**src/rtl/bsap_pkg.sv**
```systemverilog
package bsap_pkg;
	// Sample and frame geometry
	localparam int SAMPLE_BITS = 16;
	localparam int FRAME_BITS_SHORT = 32;
	localparam int FRAME_BITS_LONG = 50;
	localparam int CNT_W = 6;
	localparam logic [CNT_W-1:0] LAST_SHORT = CNT_W'(FRAME_BITS_SHORT - 1);
	localparam logic [CNT_W-1:0] LAST_LONG = CNT_W'(FRAME_BITS_LONG - 1);
	localparam logic [CNT_W-1:0] HALF_SHORT = CNT_W'(FRAME_BITS_SHORT / 2);
	localparam logic [CNT_W-1:0] HALF_LONG = CNT_W'(FRAME_BITS_LONG / 2);
	localparam logic [4:0] BITS_AFTER_MSB = 5'(SAMPLE_BITS - 1);

	// Rates in Hz; the divider steps in units of DIV_SCALE
	localparam int REF_HZ = 10_000_000;
	localparam int BCK_SHORT_HZ = 1_536_000;
	localparam int BCK_LONG_HZ = 2_400_000;
	localparam int SLAVE_MAX_HZ = 3_072_000;
	localparam int DIV_SCALE = 1_000;
	localparam int ACC_W = 15;
	localparam logic [ACC_W-1:0] DIV_M = ACC_W'(REF_HZ / DIV_SCALE);
	localparam logic [ACC_W-1:0] DIV_N_SHORT = ACC_W'(2 * BCK_SHORT_HZ / DIV_SCALE);
	localparam logic [ACC_W-1:0] DIV_N_LONG = ACC_W'(2 * BCK_LONG_HZ / DIV_SCALE);

	// Shortest clock phase allowed, as a fraction 35/100 of the fastest period
	localparam int PHASE_PCT = 35;
	localparam int PHASE_MIN_CYC = (PHASE_PCT * REF_HZ) / (100 * BCK_LONG_HZ) + 1;

	// Stereo sample pair, left first
	typedef struct packed {
		logic [SAMPLE_BITS-1:0] left;
		logic [SAMPLE_BITS-1:0] right;
	} bsap_frame_type;

	// Transmit channel slot state
	typedef enum logic [2:0] {
		TX_WAIT = 3'b001,
		TX_DATA = 3'b010,
		TX_PAD = 3'b100
	} bsap_tx_type;
endpackage

```
**src/rtl/bsap_port.sv**
```systemverilog
`timescale 1ns/1ps

////////////////////////////////////////////////////////////////////////////////
// Sample FIFO between the user side and the serial transmitter
module bsap_fifo #(
	parameter int WIDTH = 32,
	parameter int DEPTH = 8
) (
	input wire logic clock,
	input wire logic rst,
	input wire logic in_valid,
	output logic in_ready,
	input wire logic [WIDTH-1:0] in_data,
	output logic out_valid,
	input wire logic out_ready,
	output logic [WIDTH-1:0] out_data
);
	localparam int AW = $clog2(DEPTH);
	logic [WIDTH-1:0] mem [DEPTH];
	logic [AW:0] wr_ptr;
	logic [AW:0] rd_ptr;
	wire push = in_valid && in_ready;
	wire pop = out_valid && out_ready;

	// Extra pointer bit tells full from empty
	assign in_ready = !((wr_ptr[AW] != rd_ptr[AW]) && (wr_ptr[AW-1:0] == rd_ptr[AW-1:0]));
	assign out_valid = wr_ptr != rd_ptr;
	assign out_data = mem[rd_ptr[AW-1:0]];

	// Storage has no reset; only the pointers need it
	always_ff @(posedge clock) begin
		if (push) begin
			mem[wr_ptr[AW-1:0]] <= in_data;
		end
	end

	// Pointer update
	always_ff @(posedge clock or posedge rst) begin
		if (rst) begin
			wr_ptr <= '0;
			rd_ptr <= '0;
		end else begin
			wr_ptr <= push ? (AW+1)'(wr_ptr + 1'b1) : wr_ptr;
			rd_ptr <= pop ? (AW+1)'(rd_ptr + 1'b1) : rd_ptr;
		end
	end
endmodule

////////////////////////////////////////////////////////////////////////////////
// Overview of operation
// - Master drives clock and select; slave receives them
// - Serial data output always driven
// - Each channel sample is 16 bits
// - MSB first, aligned to slot start
// - MSB one bit clock after select change
// - Output data changes only on falling edges
// - Left while select low, right while high
// - Master short frame: 32 clocks, 1.536 MHz
// - Master long frame: 50 clocks, 2.400 MHz
// - Master clock from fractional N/M divider
// - Slave accepts any rate up to 3.072 MHz
// - Master clock phases at least 0.35T
module bsap_port #(
	parameter int FIFO_DEPTH = 8
) (
	input wire logic clock,
	input wire logic rst,
	input wire logic master,
	input wire logic rate_long,
	input wire logic sck_in,
	output logic sck_out,
	output logic sck_oe,
	input wire logic ws_in,
	output logic ws_out,
	output logic ws_oe,
	output logic sdo,
	input wire logic sdi,
	input wire logic tx_valid,
	output logic tx_ready,
	input wire bsap_pkg::bsap_frame_type tx_data,
	output logic rx_valid,
	output bsap_pkg::bsap_frame_type rx_data
);
	logic [bsap_pkg::ACC_W-1:0] acc;
	logic sck_gen;
	logic ws_gen;
	logic [bsap_pkg::CNT_W-1:0] fcnt;
	logic sck_s;
	logic sck_p;
	logic ws_s;
	logic ws_rise;
	logic start_pend;
	bsap_pkg::bsap_tx_type tx_state;
	logic [4:0] tx_cnt;
	logic [bsap_pkg::SAMPLE_BITS-1:0] tx_shift;
	logic [bsap_pkg::SAMPLE_BITS-1:0] tx_right;
	logic [4:0] rx_cnt;
	logic rx_chan;
	logic [bsap_pkg::SAMPLE_BITS-1:0] rx_shift;
	logic [bsap_pkg::SAMPLE_BITS-1:0] rx_left;
	logic fifo_valid;
	bsap_pkg::bsap_frame_type fifo_data;

	////////////////////////////////////////////////////////////////////////////
	// Fractional divider: adds N each cycle, wraps at M, toggles clock on wrap
	wire [bsap_pkg::ACC_W-1:0] div_n = rate_long ? bsap_pkg::DIV_N_LONG : bsap_pkg::DIV_N_SHORT;
	wire [bsap_pkg::ACC_W-1:0] acc_sum = bsap_pkg::ACC_W'(acc + div_n);
	wire div_wrap = master && (acc_sum >= bsap_pkg::DIV_M);
	wire [bsap_pkg::CNT_W-1:0] last_bit = rate_long ? bsap_pkg::LAST_LONG : bsap_pkg::LAST_SHORT;
	wire [bsap_pkg::CNT_W-1:0] half_bit = rate_long ? bsap_pkg::HALF_LONG : bsap_pkg::HALF_SHORT;
	wire [bsap_pkg::CNT_W-1:0] next_fcnt = (fcnt == last_bit) ? '0 : bsap_pkg::CNT_W'(fcnt + 1'b1);

	// Wraps land every 3 or 4 reference cycles at the short rate and 2 or 3 at the long, so both phases stay near half
	always_ff @(posedge clock or posedge rst) begin
		if (rst) begin
			acc <= '0;
			sck_gen <= 1'b0;
		end else begin
			acc <= !master ? '0 : (div_wrap ? bsap_pkg::ACC_W'(acc_sum - bsap_pkg::DIV_M) : acc_sum);
			sck_gen <= div_wrap ? !sck_gen : sck_gen;
		end
	end

	////////////////////////////////////////////////////////////////////////////
	// Edge events; slave pins are sampled once, previous value kept for edges
	wire rise_evt = master ? (div_wrap && !sck_gen) : (sck_s && !sck_p);
	wire fall_evt = master ? (div_wrap && sck_gen) : (!sck_s && sck_p);
	wire ws_line = master ? ws_gen : ws_s;
	wire ws_change = rise_evt && (ws_line != ws_rise);

	// Slave edges need only one sample per phase, so rates to 3.072 MHz work
	always_ff @(posedge clock or posedge rst) begin
		if (rst) begin
			sck_s <= 1'b0;
			sck_p <= 1'b0;
			ws_s <= 1'b0;
		end else begin
			sck_s <= sck_in;
			sck_p <= sck_s;
			ws_s <= ws_in;
		end
	end

	// Frame counter and select; select moves only with a falling edge
	always_ff @(posedge clock or posedge rst) begin
		if (rst) begin
			fcnt <= '0;
			ws_gen <= 1'b0;
		end else if (!master) begin
			fcnt <= '0;
			ws_gen <= 1'b0;
		end else if (fall_evt) begin
			fcnt <= next_fcnt;
			ws_gen <= next_fcnt >= half_bit;
		end
	end

	// Pin drivers: direction follows the mode, data out is always driven
	assign sck_out = sck_gen;
	assign ws_out = ws_gen;
	assign sck_oe = master;
	assign ws_oe = master;

	////////////////////////////////////////////////////////////////////////////
	// Select change seen at a rising edge starts a slot at the next falling one
	always_ff @(posedge clock or posedge rst) begin
		if (rst) begin
			ws_rise <= 1'b0;
			start_pend <= 1'b0;
		end else begin
			ws_rise <= rise_evt ? ws_line : ws_rise;
			start_pend <= ws_change || (start_pend && !fall_evt);
		end
	end

	////////////////////////////////////////////////////////////////////////////
	// Transmit: a stereo pair is taken at each left slot; empty FIFO sends zero
	wire slot_start = fall_evt && start_pend;
	wire tx_pop = slot_start && !ws_rise && fifo_valid;
	wire [bsap_pkg::SAMPLE_BITS-1:0] left_word = fifo_valid ? fifo_data.left : '0;
	wire [bsap_pkg::SAMPLE_BITS-1:0] load_word = ws_rise ? tx_right : left_word;

	bsap_fifo #(
		.WIDTH($bits(bsap_pkg::bsap_frame_type)),
		.DEPTH(FIFO_DEPTH)
	) tx_fifo (
		.clock(clock),
		.rst(rst),
		.in_valid(tx_valid),
		.in_ready(tx_ready),
		.in_data(tx_data),
		.out_valid(fifo_valid),
		.out_ready(tx_pop),
		.out_data(fifo_data)
	);

	// Shift on falling edges so the far end samples stable data on rising ones
	always_ff @(posedge clock or posedge rst) begin
		if (rst) begin
			tx_state <= bsap_pkg::TX_WAIT;
			tx_cnt <= '0;
			tx_shift <= '0;
			tx_right <= '0;
			sdo <= 1'b0;
		end else if (slot_start) begin
			tx_state <= bsap_pkg::TX_DATA;
			tx_cnt <= bsap_pkg::BITS_AFTER_MSB;
			sdo <= load_word[bsap_pkg::SAMPLE_BITS-1];
			tx_shift <= {load_word[bsap_pkg::SAMPLE_BITS-2:0], 1'b0};
			tx_right <= (!ws_rise && fifo_valid) ? fifo_data.right : (ws_rise ? tx_right : '0);
		end else if (fall_evt) begin
			case (tx_state)
				bsap_pkg::TX_DATA: begin
					sdo <= (tx_cnt != '0) && tx_shift[bsap_pkg::SAMPLE_BITS-1];
					tx_shift <= {tx_shift[bsap_pkg::SAMPLE_BITS-2:0], 1'b0};
					tx_cnt <= (tx_cnt != '0) ? 5'(tx_cnt - 1'b1) : tx_cnt;
					tx_state <= (tx_cnt != '0) ? bsap_pkg::TX_DATA : bsap_pkg::TX_PAD;
				end
				bsap_pkg::TX_PAD: begin
					sdo <= 1'b0;
				end
				default: begin
					sdo <= 1'b0;
				end
			endcase
		end
	end

	////////////////////////////////////////////////////////////////////////////
	// Receive: 16 bits after each select change, extra clocks are ignored.
	// In 32-clock frames the rise that shows a select change still carries the old slot's LSB.
	wire rx_take = rise_evt && (rx_cnt != '0);
	wire rx_done = rx_take && (rx_cnt == 5'd1);
	wire [bsap_pkg::SAMPLE_BITS-1:0] rx_word = {rx_shift[bsap_pkg::SAMPLE_BITS-2:0], sdi};

	// A pair is handed out after its right word, both halves from flip-flops
	always_ff @(posedge clock or posedge rst) begin
		if (rst) begin
			rx_cnt <= '0;
			rx_chan <= 1'b0;
			rx_shift <= '0;
			rx_left <= '0;
			rx_data <= '0;
			rx_valid <= 1'b0;
		end else begin
			rx_valid <= rx_done && rx_chan;
			if (rx_take) begin
				rx_shift <= rx_word;
			end
			if (ws_change) begin
				rx_cnt <= 5'(bsap_pkg::SAMPLE_BITS);
				rx_chan <= ws_line;
			end else if (rx_take) begin
				rx_cnt <= 5'(rx_cnt - 1'b1);
			end
			if (rx_done && !rx_chan) begin
				rx_left <= rx_word;
			end
			if (rx_done && rx_chan) begin
				rx_data <= '{left: rx_left, right: rx_word};
			end
		end
	end

	// Length of the current clock phase, in reference cycles
	logic [7:0] phase_len;
	always_ff @(posedge clock or posedge rst) begin
		if (rst) begin
			phase_len <= '0;
		end else begin
			phase_len <= div_wrap ? 8'd1 : ((phase_len == 8'hFF) ? phase_len : 8'(phase_len + 1'b1));
		end
	end
endmodule

```
**config.mk**
```make
export PLATFORM = sky130hd
export DESIGN_NAME = bsap_port
export DESIGN_NICKNAME = d
export VERILOG_FILES = /design/src/rtl/bsap_pkg.sv /design/src/rtl/bsap_port.sv
export SDC_FILE = /design/constraint.sdc
export NUM_CORES = 1
export LEC_CHECK = 0
export BUFFER_PORTS_ARGS = -buffer_cell sky130_fd_sc_hd__buf_2
export CORE_AREA = 2 2 211 213
export DETAILED_ROUTE_END_ITERATION = 10
export DIE_AREA = 0 0 213 215
export HOLD_SLACK_MARGIN = 0.08
export SETUP_SLACK_MARGIN = 0.05
export SYNTH_ARGS = -nofsm -noshare
export SYNTH_HDL_FRONTEND = slang
export SYNTH_HIERARCHICAL = 1
export SYNTH_SLANG_ARGS = --single-unit
export TNS_END_PERCENT = 20
```
**constraint.sdc**
```tcl
create_clock -name clock -period 6.69 [get_ports clock]
set_input_delay 0.3345 -clock clock [delete_from_list [all_inputs] [get_ports clock]]
set_output_delay 0.3345 -clock clock [all_outputs]
set_load 0.03 [all_outputs]
```
==> flow_summary.yaml <==
grt:
  use_met3_pct: 2.82
  grt.total_usage_pct: 15.3
  antenna_found_initial: 1
  top_usage_layer: "met2"
  met1_usage_pct: 20.9
  grt_pass1_wl_um: 54200
  grt_remaining_overflow: 0
  grt_max_degree: 69
  grt_pass1_vias: 9457
  grtUsageMet2_pct: 24.6
critical_path:
  regToRegStartpoint: "acc[6]"
  cp_max_fo: 21
  worstPathRequired_ps: 7130
  startpoint_type: "flop"
  r2r_slack_ps: 2570
  ff2ff_path_depth: 13
  worst-setup-path-type: "flop to flop"
  r2r_end: "tx_fifo/rd_ptr[3]"
  critical_path_arrival_ps: 4570
  cp-end-kind: "flop"
hold_path:
  hold_class: "input pin to flop"
  min-delay-start: "master"
  min_to: "acc[14]"
  min_delay_path_depth: 3
sta:
  relSlewSlack_pct: 20.6
  final-hold-violation-count: 0
  rsz0062_at_grt: "no"
  whs_ps: 153
  setup_viol: 0
  finalMaxSlewViolations: 0
  timing.fmax_mhz: 243
  finalCritPeriodShare_pct: 61.6
  fin_setup_tns_ps: 0
  layout_min_cycle_time_ps: 4120
  skew_ps: 25.7
  worst_slew_pin_slew_ps: 1190
cts:
  cts_buffers: 42
  cts_root_buf: "clkbuf_16"
  insertion_delay_ps: 580
  tritoncts: "yes"
  clk_pin_slew_worst_paths_ps: 60
  clock_path_buffers: 3
  clock-sinks: 398
  postCtsSetupRepairBufs: 0
  h-tree-depth: 2
pwr:
  p_int_w: 0.00553
  switchingPower_w: 0.00256
  swShare_pct: 31.6
  combPwrFrac_pct: 29.9
  vdd_drop_max_mv: 0.219
  pwr-share-seq_pct: 42.1
  power_density_mw_per_mm2: 408
  power.leakage_nw: 7.44
  clkPwrFrac_pct: 28.1
logic_synthesis:
  syn_area_per_cell_um2: 16.9
  synth_cells: 1017
  synth_edf_count: 256
  synth_ff_type: "edfxtp_1"
  async_flop_share_pct: 35.7
  ys_ff_latch: 398
  ys_warn_count: 6
  ys_seq_area_share_pct: 65.3
  syn-num-nets: 1076
  synth_area_mm2: 0.0172
  synth_cell_types: 84
die:
  rows: 77
  die_y_um: 215
  core_mm2: 0.0436
  io-pin-count: 79
  start_util_pct: 39.4
  die_width_um: 213
  die-area_mm2: 0.0458
placed_design:
  placed_cell_area_mm2: 0.0181
  io_buffers: 78
  dp_hpwl_um: 19200
  place_congestion: 0.818
drt:
  ant_nets: 0
  vias: 9265
  wl_um: 34300
  routedWlPerCell_um: 19.6
  drt_iter0_markers: 558
  firstDrtPassIters: 4
  post-route-drc-count: 0
  vias_per_cell: 5.29
run:
  cap_violations: 0
layout:
  fin_area_mm2: 0.0198
  nets: 1190
  syn_to_final_growth_pct: 15.3
  drive_above_1_share_pct: 30.4
status:
  status: "finished, final reports clean"
==> routing by layer <==
layer  routed length [µm]  vias to the layer above
li1                     -                     4239
met1                15500                     4790
met2                16600                      180
met3                 1380                       56
met4                  802                        0
met5                    0                        -
==> cell usage after synthesis (19+ instances only) <==
cell type,count,share of area (%)
edfxtp_1,256,45
dfrtp_1,141,20
mux4_2,64,8.4
mux2_4,63,5.5
mux2_2,33,2.2
nand2_1,31,0.68
a21oi_1,27,0.79
clkbuf_1,27,0.59
nor2_1,27,0.59
o21ai_0,26,0.76
inv_1,23,0.50
buf_2,19,0.55
==> cells by family (layout without fill, tap and decap cells) <==
family,Yosys count,in the layout,share of synthesized area (%)
flops,398,398,65.3
buf+inv,86,228,2.90
simple gates,158,158,5.08
mux,167,167,16.4
xor+xnor,23,23,1.26
fa+ha+maj,19,19,1.42
other cells,0,1,0
compound gates,166,166,7.57
==> through the flow <==
step	setup WS, ps	util, %	cells	power, W
CTS	2610	45.5	1751	0.00820
global placement	2530	41.5	1642	0.00584
global route	2280	45.5	1752	0.00853
floorplan	2010	-	1017	0.00529
finish	2570	45.5	1752	0.00809
detailed placement	2410	41.5	1642	0.00588
==> critical path, cell delays in order, from the launching register on <==
cell and delay, ps:
dfrtp_1 370, ha_1 240, fa_1 520, a31oi_1 220, xnor2_1 240, o31ai_2 220
a2111oi_0 500, a211oi_2 100, buf_4 230, nand2_2 330, and3_1 290, nand4_1 170
and2_1 260, a311o_1 320
==> layout by cell type (no fill, tap or decap), drive strengths merged, types with 7 or more instances in the layout <==
cell         synthesis  routed
o21ai               27      27
o22ai                7       7
mux4                64      64
mux2                98      98
clkbuf              27      48
nor2                27      27
a221o               13      13
nand3               16      16
xor2                11      11
nand3b              18      18
ha                  18      18
edfxtp             256     256
a211oi              11      11
xnor2               12      12
nor3                15      15
dlygate4sd3          0      37
nand2               32      32
and2                 7       7
o2bb2ai             16      16
a2bb2oi             15      15
dfrtp              141     141
inv                 23      24
a21oi               31      31
clkinv               1      19
buf                 35      95
==> layout make-up <==
cell class              instances  area [µm²]
repair buffers                132         888
fillers                      3800       23800
inverters                      24        95.1
flip-flops and latches        398       11200
clock buffers                  48        1110
well taps                     592         741
clock inverters                24         225
multi-input cells             533        5530
diodes                          1        2.50
==> power by group through the flow <==
stage | Sequential [W] | Clock, W | Combinational [W]
2_1_floorplan | 0.00331 | 0 | 0.00198
3_3_place_gp | 0.00344 | 0 | 0.00240
3_5_place_dp | 0.00345 | 0 | 0.00243
4_1_cts | 0.00341 | 0.00234 | 0.00245
5_1_grt | 0.00346 | 0.00243 | 0.00264
6_report | 0.00340 | 0.00227 | 0.00242
==> sequential cells by signal, indices dropped and copies added (netlist names), 4 cells and up <==
name / cells
tx_cnt: 5
tx_fifo/mem: 256
rx_data: 32
rx_left: 16
tx_fifo/rd_ptr: 4
tx_shift: 15
acc: 11
tx_fifo/wr_ptr: 4
rx_shift: 15
tx_right: 16
rx_cnt: 5
fcnt: 6
==> what timing repair did <==
action,in CTS,in global routing
hold endpoints to repair,337,0
hold buffers,37,0
gates resized for setup,0,0
==> how the worst max path moves through the flow <==
| stage | start | end | depth (start not counted) |
|---|---|---|---|
| global placement | rate_long | tx_fifo/rd_ptr[3] | 13 |
| detailed placement | rate_long | tx_fifo/rd_ptr[3] | 14 |
| CTS | acc[6] | tx_fifo/rd_ptr[3] | 13 |
| global route | acc[6] | tx_fifo/rd_ptr[3] | 12 |
| finish | acc[6] | tx_fifo/rd_ptr[3] | 13 |
| floorplan | tx_fifo/wr_ptr[1] | tx_fifo/mem[4][0] | 4 |
Power figures use the tool's default switching activity.
